`config.mk`:
```
export PLATFORM = sky130hd
export DESIGN_NAME = power_on_off_state_controller_flat
export DESIGN_NICKNAME = d
export VERILOG_FILES = /design/src/core/pmic_onoff_pkg.sv /design/src/core/pmic_link_if.sv /design/src/core/power_on_off_state_controller.sv /design/src/flat_wrapper.sv
export VERILOG_INCLUDE_DIRS = /design/src /design/src/core
export SDC_FILE = /design/constraint.sdc
export NUM_CORES = 1
export LEC_CHECK = 0
export ABC_AREA = 1
export BUFFER_PORTS_ARGS = -buffer_cell sky130_fd_sc_hd__buf_4
export CELL_PAD_IN_SITES_DETAIL_PLACEMENT = 1
export CELL_PAD_IN_SITES_GLOBAL_PLACEMENT = 1
export CORE_ASPECT_RATIO = 1.25
export CORE_MARGIN = 1.5
export CORE_UTILIZATION = 29
export CTS_BUF_LIST = sky130_fd_sc_hd__clkbuf_8
export DETAILED_ROUTE_END_ITERATION = 7
export PLACE_DENSITY = 0.54
export SLEW_MARGIN = 30
export SYNTH_ARGS = -nofsm -noshare
export SYNTH_HDL_FRONTEND = slang
export SYNTH_SLANG_ARGS = --single-unit
```
`constraint.sdc`:
```
create_clock -name sys_clk -period 6.4 [get_ports sys_clk]
set_input_delay 1.28 -clock sys_clk [delete_from_list [all_inputs] [get_ports sys_clk]]
set_output_delay 1.28 -clock sys_clk [all_outputs]
set_load 0.03 [all_outputs]
```
`src/core/pmic_onoff_regs.svh`:
```
// Purpose: Offsets, field positions, reset values and timing counts of the on/off controller pair.
// Assumes: A 125 MHz system clock.
// Notes: Times are kept in their own unit; cycle counts are derived in the modules.
`ifndef PMIC_ONOFF_REGS_SVH
`define PMIC_ONOFF_REGS_SVH
// Device registers, reached over the link.
`define DEV_ADDR_BIAS 2'h0
`define DEV_ADDR_SOFTRST 2'h1
`define DEV_ADDR_PERIPH 2'h2
`define DEV_ADDR_STATCLR 2'h3
`define SOFTRST_COLD 2'h1
`define SOFTRST_OFF 2'h2
// Host registers, reached over APB.
`define HOST_ADDR_CTRL 12'h000
`define HOST_ADDR_CMD 12'h004
`define HOST_ADDR_STATUS 12'h008
`define CTRL_HOLD_BIT 0
`define CMD_ADDR_LSB 8
`define RESET_CTRL 32'h0000_0000
// Timing.
`define CLK_KHZ 125000
`define CHG_DB_MS 120
`define BTN_DB_MS 30
`define HOLD_WAIT_MS 1000
`define POWER_UP_CYC 16
`define POWER_DOWN_CYC 16
`define SHUTDOWN_CYC 4
`define BIAS_OFF_CYC 4
`endif

```
`src/core/pmic_onoff_pkg.sv`:
```
// Purpose: Types shared by both ends of the on/off controller link.
// Assumes: Nothing beyond the header.
// Notes: State codes are one-hot so the host can read them directly.
package pmic_onoff_pkg;
   typedef enum logic [8:0] {
      ST_STANDBY = 9'h001,
      ST_SW_ON = 9'h002,
      ST_BIAS_WAIT = 9'h004,
      ST_POWER_UP = 9'h008,
      ST_HOLD_WAIT = 9'h010,
      ST_ON = 9'h020,
      ST_POWER_DOWN = 9'h040,
      ST_SHUTDOWN = 9'h080,
      ST_BIAS_OFF = 9'h100
   } onoff_state_e;
   typedef logic [1:0] link_addr_t;
   typedef logic [7:0] link_data_t;
endpackage : pmic_onoff_pkg

```
`src/core/pmic_link_if.sv`:
```
// Purpose: Link between the host processor end and the power controller end.
// Assumes: Both ends on sys_clk.
// Notes: One write strobe per register write; status is a continuous level.
interface pmic_link_if;
   import pmic_onoff_pkg::*;
   logic wrStb;
   link_addr_t wrAddr;
   link_data_t wrData;
   logic powerHoldIn;
   logic [8:0] devState;
   logic [2:0] devFlags;
   modport dev (input wrStb, input wrAddr, input wrData, input powerHoldIn, output devState, output devFlags);
   modport host (output wrStb, output wrAddr, output wrData, output powerHoldIn, input devState, input devFlags);
endinterface : pmic_link_if

```
`src/core/power_on_off_state_controller.sv`:
```
// Purpose: On/off controller of a small power-management device.
// Assumes: All inputs synchronous to sys_clk; lockout inputs already filtered.
// Notes: The power sequencer is reduced to fixed step counts.
`include "pmic_onoff_regs.svh"
module power_on_off_state_controller
   import pmic_onoff_pkg::*;
#(
   parameter int unsigned CHG_DB_CYC = `CHG_DB_MS * `CLK_KHZ,
   parameter int unsigned BTN_DB_CYC = `BTN_DB_MS * `CLK_KHZ,
   parameter int unsigned HOLD_WAIT_CYC = `HOLD_WAIT_MS * `CLK_KHZ,
   parameter int unsigned PERIPH_W = 4
)
(
   // Clock, reset and enable.
   input wire logic sys_clk,
   input wire logic nrst,
   input wire logic clkEn,
   // Link to the host.
   pmic_link_if.dev link,
   // Wake sources and supervisors.
   input wire logic push_button_n,
   input wire logic charger_input_present,
   input wire logic bias_ready,
   input wire logic manualReset,
   input wire logic overTempLockout,
   input wire logic sysBelowUvlo,
   input wire logic sysAboveUvloHys,
   input wire logic sysAboveOvlo,
   // Power controls.
   output logic mainBiasEn,
   output logic biasLowPower,
   output logic sequencer_slots,
   output logic [PERIPH_W-1:0] periphEn
);
   typedef struct packed {
      onoff_state_e st;
      logic btnLvl;
      logic [31:0] btnCnt;
      logic chgLvl;
      logic [31:0] chgCnt;
      logic [31:0] holdCnt;
      logic [7:0] seqCnt;
      logic swBias;
      logic [PERIPH_W-1:0] periphReg;
      logic internal_wake_flag;
      logic button_debounced_status;
      logic uvlo;
      logic mainBias;
      logic lowPower;
      logic slots;
      logic [PERIPH_W-1:0] periphOut;
      logic [8:0] stateOut;
      logic [2:0] flagsOut;
   } dev_s;

   dev_s q;
   dev_s d;
   logic btnWake;
   logic chgWake;
   logic wrBias;
   logic wrSoft;

   always_comb
   begin
      d = q;
      btnWake = 1'b0;
      chgWake = 1'b0;
      wrBias = link.wrStb && (link.wrAddr == `DEV_ADDR_BIAS);
      wrSoft = link.wrStb && (link.wrAddr == `DEV_ADDR_SOFTRST);
      // A level must hold steady for the full count before it is accepted.
      if (push_button_n == q.btnLvl)
      begin
         d.btnCnt = '0;
      end
      else if (q.btnCnt >= BTN_DB_CYC - 1)
      begin
         d.btnCnt = '0;
         d.btnLvl = push_button_n;
         btnWake = !push_button_n;
      end
      else
      begin
         d.btnCnt = q.btnCnt + 32'h1;
      end
      if (charger_input_present == q.chgLvl)
      begin
         d.chgCnt = '0;
      end
      else if (q.chgCnt >= CHG_DB_CYC - 1)
      begin
         d.chgCnt = '0;
         d.chgLvl = charger_input_present;
         chgWake = charger_input_present;
      end
      else
      begin
         d.chgCnt = q.chgCnt + 32'h1;
      end
      // Register writes are taken in every state.
      if (wrBias)
      begin
         d.swBias = link.wrData[0];
      end
      if (link.wrStb && (link.wrAddr == `DEV_ADDR_PERIPH))
      begin
         d.periphReg = link.wrData[PERIPH_W-1:0];
      end
      if (link.wrStb && (link.wrAddr == `DEV_ADDR_STATCLR) && link.wrData[0])
      begin
         d.button_debounced_status = 1'b0;
      end
      if (btnWake)
      begin
         d.button_debounced_status = 1'b1;
      end
      // Undervoltage latches low and releases only above the hysteresis point.
      if (sysBelowUvlo)
      begin
         d.uvlo = 1'b1;
      end
      else if (sysAboveUvloHys)
      begin
         d.uvlo = 1'b0;
      end
      d.seqCnt = q.seqCnt + 8'h1;
      case (q.st)
         ST_STANDBY:
         begin
            if (q.internal_wake_flag || btnWake || chgWake)
            begin
               d.st = ST_BIAS_WAIT;
               d.internal_wake_flag = 1'b0;
            end
            else if (wrBias && link.wrData[0])
            begin
               d.st = ST_SW_ON;
            end
         end
         ST_SW_ON:
         begin
            if (overTempLockout || q.uvlo)
            begin
               d.st = ST_SHUTDOWN;
            end
            else if (!q.swBias)
            begin
               d.st = ST_STANDBY;
            end
            else if (q.internal_wake_flag || btnWake || chgWake)
            begin
               d.st = ST_BIAS_WAIT;
               d.internal_wake_flag = 1'b0;
            end
         end
         ST_BIAS_WAIT:
         begin
            if (bias_ready)
            begin
               d.st = ST_POWER_UP;
            end
         end
         ST_POWER_UP:
         begin
            if (q.seqCnt >= 8'(`POWER_UP_CYC - 1))
            begin
               d.st = ST_HOLD_WAIT;
            end
         end
         ST_HOLD_WAIT:
         begin
            d.holdCnt = q.holdCnt + 32'h1;
            if (link.powerHoldIn)
            begin
               d.st = ST_ON;
            end
            else if (q.holdCnt >= HOLD_WAIT_CYC - 1)
            begin
               d.st = ST_POWER_DOWN;
            end
         end
         ST_ON:
         begin
            // Lockouts win over orderly power-down requests arriving together.
            if (overTempLockout || q.uvlo || sysAboveOvlo)
            begin
               d.st = ST_SHUTDOWN;
            end
            else if (wrSoft && (link.wrData[1:0] == `SOFTRST_COLD))
            begin
               d.st = ST_POWER_DOWN;
            end
            else if (wrSoft && (link.wrData[1:0] == `SOFTRST_OFF))
            begin
               d.st = ST_POWER_DOWN;
            end
            else if (!link.powerHoldIn || manualReset)
            begin
               d.st = ST_POWER_DOWN;
            end
         end
         ST_POWER_DOWN:
         begin
            if (q.seqCnt >= 8'(`POWER_DOWN_CYC - 1))
            begin
               d.st = ST_BIAS_OFF;
            end
         end
         ST_SHUTDOWN:
         begin
            if (q.seqCnt >= 8'(`SHUTDOWN_CYC - 1))
            begin
               d.st = ST_BIAS_OFF;
            end
         end
         ST_BIAS_OFF:
         begin
            if (q.seqCnt >= 8'(`BIAS_OFF_CYC - 1))
            begin
               d.st = ST_STANDBY;
            end
         end
         default:
         begin
            d.st = ST_STANDBY;
         end
      endcase
      // Set after the state logic, so a new cold reset wins over the clear of a wake being consumed.
      if (wrSoft && (link.wrData[1:0] == `SOFTRST_COLD))
      begin
         d.internal_wake_flag = 1'b1;
      end
      if (d.st != q.st)
      begin
         d.seqCnt = '0;
         d.holdCnt = '0;
      end
      // Outputs follow the next state so that they change with it.
      d.mainBias = !(d.st inside {ST_STANDBY, ST_BIAS_OFF});
      d.lowPower = (d.st == ST_ON);
      d.slots = (d.st == ST_ON) || (d.st == ST_HOLD_WAIT);
      d.periphOut = (d.st == ST_SW_ON) ? d.periphReg : '0;
      d.stateOut = d.st;
      d.flagsOut = {d.uvlo, d.internal_wake_flag, d.button_debounced_status};
   end

   always_ff @(posedge sys_clk or negedge nrst)
   begin
      if (!nrst)
      begin
         q <= '{st: ST_STANDBY, btnLvl: 1'b1, stateOut: 9'h001, default: '0};
      end
      else if (clkEn)
      begin
         q <= d;
      end
   end

   assign mainBiasEn = q.mainBias;
   assign biasLowPower = q.lowPower;
   assign sequencer_slots = q.slots;
   assign periphEn = q.periphOut;
   assign link.devState = q.stateOut;
   assign link.devFlags = q.flagsOut;
endmodule : power_on_off_state_controller

```
`src/flat_wrapper.sv`:
```
// flat-port wrapper written by rule: the top's interface ports become plain ports
module power_on_off_state_controller_flat import pmic_onoff_pkg::*;
#(
   parameter int unsigned CHG_DB_CYC = `CHG_DB_MS * `CLK_KHZ,
   parameter int unsigned BTN_DB_CYC = `BTN_DB_MS * `CLK_KHZ,
   parameter int unsigned HOLD_WAIT_CYC = `HOLD_WAIT_MS * `CLK_KHZ,
   parameter int unsigned PERIPH_W = 4
)
  (sys_clk, nrst, clkEn, push_button_n, charger_input_present, bias_ready, manualReset, overTempLockout, sysBelowUvlo, sysAboveUvloHys, sysAboveOvlo, mainBiasEn, biasLowPower, sequencer_slots, periphEn, link_wrStb, link_wrAddr, link_wrData, link_powerHoldIn, link_devState, link_devFlags);
  pmic_link_if link_i ();
  input wire logic sys_clk;
  input wire logic nrst;
  input wire logic clkEn;
  input wire logic push_button_n;
  input wire logic charger_input_present;
  input wire logic bias_ready;
  input wire logic manualReset;
  input wire logic overTempLockout;
  input wire logic sysBelowUvlo;
  input wire logic sysAboveUvloHys;
  input wire logic sysAboveOvlo;
  output logic mainBiasEn;
  output logic biasLowPower;
  output logic sequencer_slots;
  output logic [PERIPH_W-1:0] periphEn;
  input wire logic [$bits(link_i.wrStb)-1:0] link_wrStb;
  input wire logic [$bits(link_i.wrAddr)-1:0] link_wrAddr;
  input wire logic [$bits(link_i.wrData)-1:0] link_wrData;
  input wire logic [$bits(link_i.powerHoldIn)-1:0] link_powerHoldIn;
  output wire logic [$bits(link_i.devState)-1:0] link_devState;
  output wire logic [$bits(link_i.devFlags)-1:0] link_devFlags;
  assign link_i.wrStb = link_wrStb;
  assign link_i.wrAddr = link_wrAddr;
  assign link_i.wrData = link_wrData;
  assign link_i.powerHoldIn = link_powerHoldIn;
  assign link_devState = link_i.devState;
  assign link_devFlags = link_i.devFlags;
  power_on_off_state_controller #(.CHG_DB_CYC(CHG_DB_CYC), .BTN_DB_CYC(BTN_DB_CYC), .HOLD_WAIT_CYC(HOLD_WAIT_CYC), .PERIPH_W(PERIPH_W)) u_core (.sys_clk(sys_clk), .nrst(nrst), .clkEn(clkEn), .link(link_i), .push_button_n(push_button_n), .charger_input_present(charger_input_present), .bias_ready(bias_ready), .manualReset(manualReset), .overTempLockout(overTempLockout), .sysBelowUvlo(sysBelowUvlo), .sysAboveUvloHys(sysAboveUvloHys), .sysAboveOvlo(sysAboveOvlo), .mainBiasEn(mainBiasEn), .biasLowPower(biasLowPower), .sequencer_slots(sequencer_slots), .periphEn(periphEn));
endmodule
```
==> results.tsv <==
stage	metric	value	unit
clock_tree	htree_levels	4	
power	ir_drop	114	µV
clock_tree	clk_latency	0.45	ns
timing	hold_viol_final	0	
timing	skew	0.0105	ns
synth	yosysSeqAreaShare	43.0	%
detailed_routing	drt_drc_violations_left	0	
floorplanning	initial_utilization	29.8	%
global_route	antenna_found_initial	0	
timing	rsz0062_at_grt	false	
placement	place.gp.congestion	0.754	
synth	syn_area	0.00758	mm²
setup_path	reg2regPathDepth	11	
synth	synth_edf_count	0	
status	status	completed	
detailed_routing	drt_iter0_markers	241	
setup_path	timing.rr.start	u_core.q[27]	
power	powerDensity	224	mW/mm²
timing	fin_crit	3.47	ns
layout	drive_gt1_share	12.6	%
worst_hold_path	hold_class	reg -> reg	
timing	fmax	288	MHz
detailed_routing	wl_per_cell	14.7	µm
synth	synth-seq-cells	130	
placement	placed_cells	1326	
setup_path	path_buf_inv	2	
timing	tns	0	ns
placement	hpwl	13.8	mm
global_route	grt_pass1_wl	34.5	mm
setup_path	crit_chain	buf_4, nor2_1, inv_1, nor2_1, o21ai_0, nand2_1, nand3_1, nand2_1, nand3_1, nand2_1, nand3_2, o21bai_4, nand2_1, nor2_1	
global_route	gr-total-overflow	0	
layout	nFillCells	3091	
setup_path	cp_top_family	simple AND/OR/NAND/NOR gates	
timing	setup_violations	0	
detailed_routing	via_count	6429	
synth	yosysWarnings	0	
detailed_routing	routed_via_density	4.73	
layout	synthToLayoutAreaGrowth	12.5	%
job	drv_cap	0	
layout	diodes	0	
synth	yosys-top-cells-area	dfrtp_1, nand2_1, inv_1	
placement	io_buffers	37	
setup_path	cp.arrival	3.85	ns
clock_tree	numCtsBuffers	17	
global_route	grt_pass1_vias	6901	
layout	ff_latch_area	0.00326	mm²
clock_tree	cts_buffer_depth	2	
synth	synth_top_area_share	42.3	%
floorplanning	rows	65	
clock_tree	postCtsSetupBuffers	0	
floorplanning	core_area	0.0255	mm²
layout	nets	1037	
synth	netlist_instances	992	
setup_path	path_common_cell	nand2_1	
timing	maxSlewViolCount	0	
synth	netlist_top_cells_count	nand2_1, inv_1, dfrtp_1, nor2_1, nand3_1	
clock_tree	ctsResizeCount	0	
synth	synth_cell_types	53	
layout	finalNonFillerCells	1358	
setup_path	cp_num_cells	14	
setup_path	crit_path_top_delay_cell	o21bai_4	
clock_tree	clockRootBuffer	clkbuf_8	
global_route	grt_max_degree	93	
timing	layout_worst_path_cycle_share	54.3	%
setup_path	worst-setup-path-type	in -> reg	
synth	synth_flop_cell	dfrtp_1	
global_route	grtUsageTotal	15.8	%
power	power	1.91	mW
setup_path	cp_max_fo	27	
setup_path	reg2reg_slack	3.07	ns
floorplanning	dieArea	0.0271	mm²
floorplanning	die_h	184	µm
setup_path	max_stage_delay	0.72	ns
detailed_routing	routed_wl	20.0	mm
layout	final_util	33.5	%
setup_path	endpoint	u_core.q[64]	
setup_path	worstPathRequired	6.77	ns
timing	setup_ws	2.93	ns
clock_tree	cts_tree	yes	
detailed_routing	first_pass_iters	4	
setup_path	crit_path_end_kind	flop	
synth	syn_area_per_cell	7.64	µm²
setup_path	regToRegEndpoint	u_core.q[64]	
setup_path	worstSetupStartpointType	input port	
clock_tree	ctsHoldBuffers	0	
layout	multi_input_area	0.00355	mm²
clock_tree	clk_transition_reported_paths	0.08	ns
floorplanning	fp.dieW	148	µm
synth	synthArstFlopShare	100	%
timing	slew_headroom	40.3	%
placement	post-place-ws	2.35	ns
detailed_routing	antenna_left	0	
power	power_leakage	3.99	nW
setup_path	crit_start	overTempLockout	
synth	yosysMostFrequentCell	nand2_1	
synth	synth_top_cell_by_area	dfrtp_1	
timing	worst_pin_slew	0.893	ns
clock_tree	clock_sinks	130	
floorplanning	io_pins	42	
synth	synth_nets	1019	
==> worst min-delay path, delay by kind of cell (launching register included) <==
kind          cells  cell delay (ns)
simple gates      1             0.07
buf+inv           1             0.05
flops             1             0.33
==> per-layer routing <==
layer  GRT usage [%]  wire (µm)  vias up
met1            19.2       9400     3109
met3            2.26        347       15
met2            28.3       9960       45
met4            5.44        261        0
li1                -          -     3260
met5               0          0        -
==> state kept, by name, summed over array words and instances, names as in the netlist <==
name and cells:
u_core.periphEn 4, u_core.q 120, u_core.mainBiasEn 1, u_core.biasLowPower 1, u_core.sequencer_slots 1, u_core.link.devFlags 3
==> layout make-up <==
cell class / count / share of cell area [%]
Multi-Input combinational cell: 678 / 41.6
Inverter: 141 / 6.21
Clock inverter: 12 / 2.10
Sequential cell: 130 / 38.2
Timing Repair Buffer: 42 / 3.77
Clock buffer: 20 / 3.23
Tap cell: 335 / 4.91
==> report_power, final <==
part	switching [mW]	total, mW	leakage (nW)	internal, mW
Sequential	0.0276	0.879	1.78	0.852
Clock	0.354	0.812	0.227	0.458
Combinational	0.151	0.219	1.98	0.0674
Total	0.533	1.91	3.99	1.38
==> stage by stage <==
step           cell area [µm²]  hold WS [ns]
2_1_floorplan             7580         0.445
3_3_place_gp              8070         0.458
3_5_place_dp              8070         0.466
4_1_cts                   8530         0.488
5_1_grt                   8530         0.499
6_report                  8530         0.480
==> worst min path at each step <==
| stage | startpoint | end | cells after the start |
|---|---|---|---|
| 6_report | u_core.q[122] | u_core.q[122] | 2 |
| 5_1_grt | u_core.q[130] | u_core.q[130] | 2 |
| 4_1_cts | u_core.q[122] | u_core.q[122] | 2 |
| 3_5_place_dp | u_core.q[22] | u_core.q[22] | 2 |
| 3_3_place_gp | u_core.q[22] | u_core.q[22] | 2 |
| 2_1_floorplan | u_core.q[22] | u_core.q[22] | 2 |
==> cell usage in the layout, fill, tap and decap left out, types with 4 or more instances in the layout <==
cell / Yosys / layout
xnor2_1: 6 / 6
inv_1: 131 / 131
nand2_2: 6 / 6
nand3_1: 64 / 64
o21ai_0: 47 / 47
nor3_2: 5 / 5
a31oi_1: 5 / 5
dfrtp_1: 128 / 128
nor3_1: 19 / 19
nand3b_1: 9 / 9
nand3_2: 12 / 12
bufinv_16: 0 / 4
nor2_2: 8 / 8
o31ai_1: 5 / 5
clkbuf_8: 0 / 21
o32ai_1: 9 / 9
nor2_1: 126 / 126
nand2_1: 201 / 201
a21oi_1: 33 / 33
o22ai_1: 15 / 15
xor2_1: 30 / 30
inv_2: 8 / 9
ha_1: 4 / 4
nor4_1: 11 / 11
nand4_1: 30 / 30
buf_4: 17 / 41
==> cell families after synthesis <==
logic type               share of synthesized area, %
adder cells (fa/ha/maj)                         0.661
AND/OR/NAND/NOR                                  31.3
multiplexers                                    0.413
flip-flops                                       43.0
buffers and inverters                            10.2
XOR/XNOR                                         4.16
AO/OA/AOI/OAI                                    10.3
(Power assumes the default switching activity.)
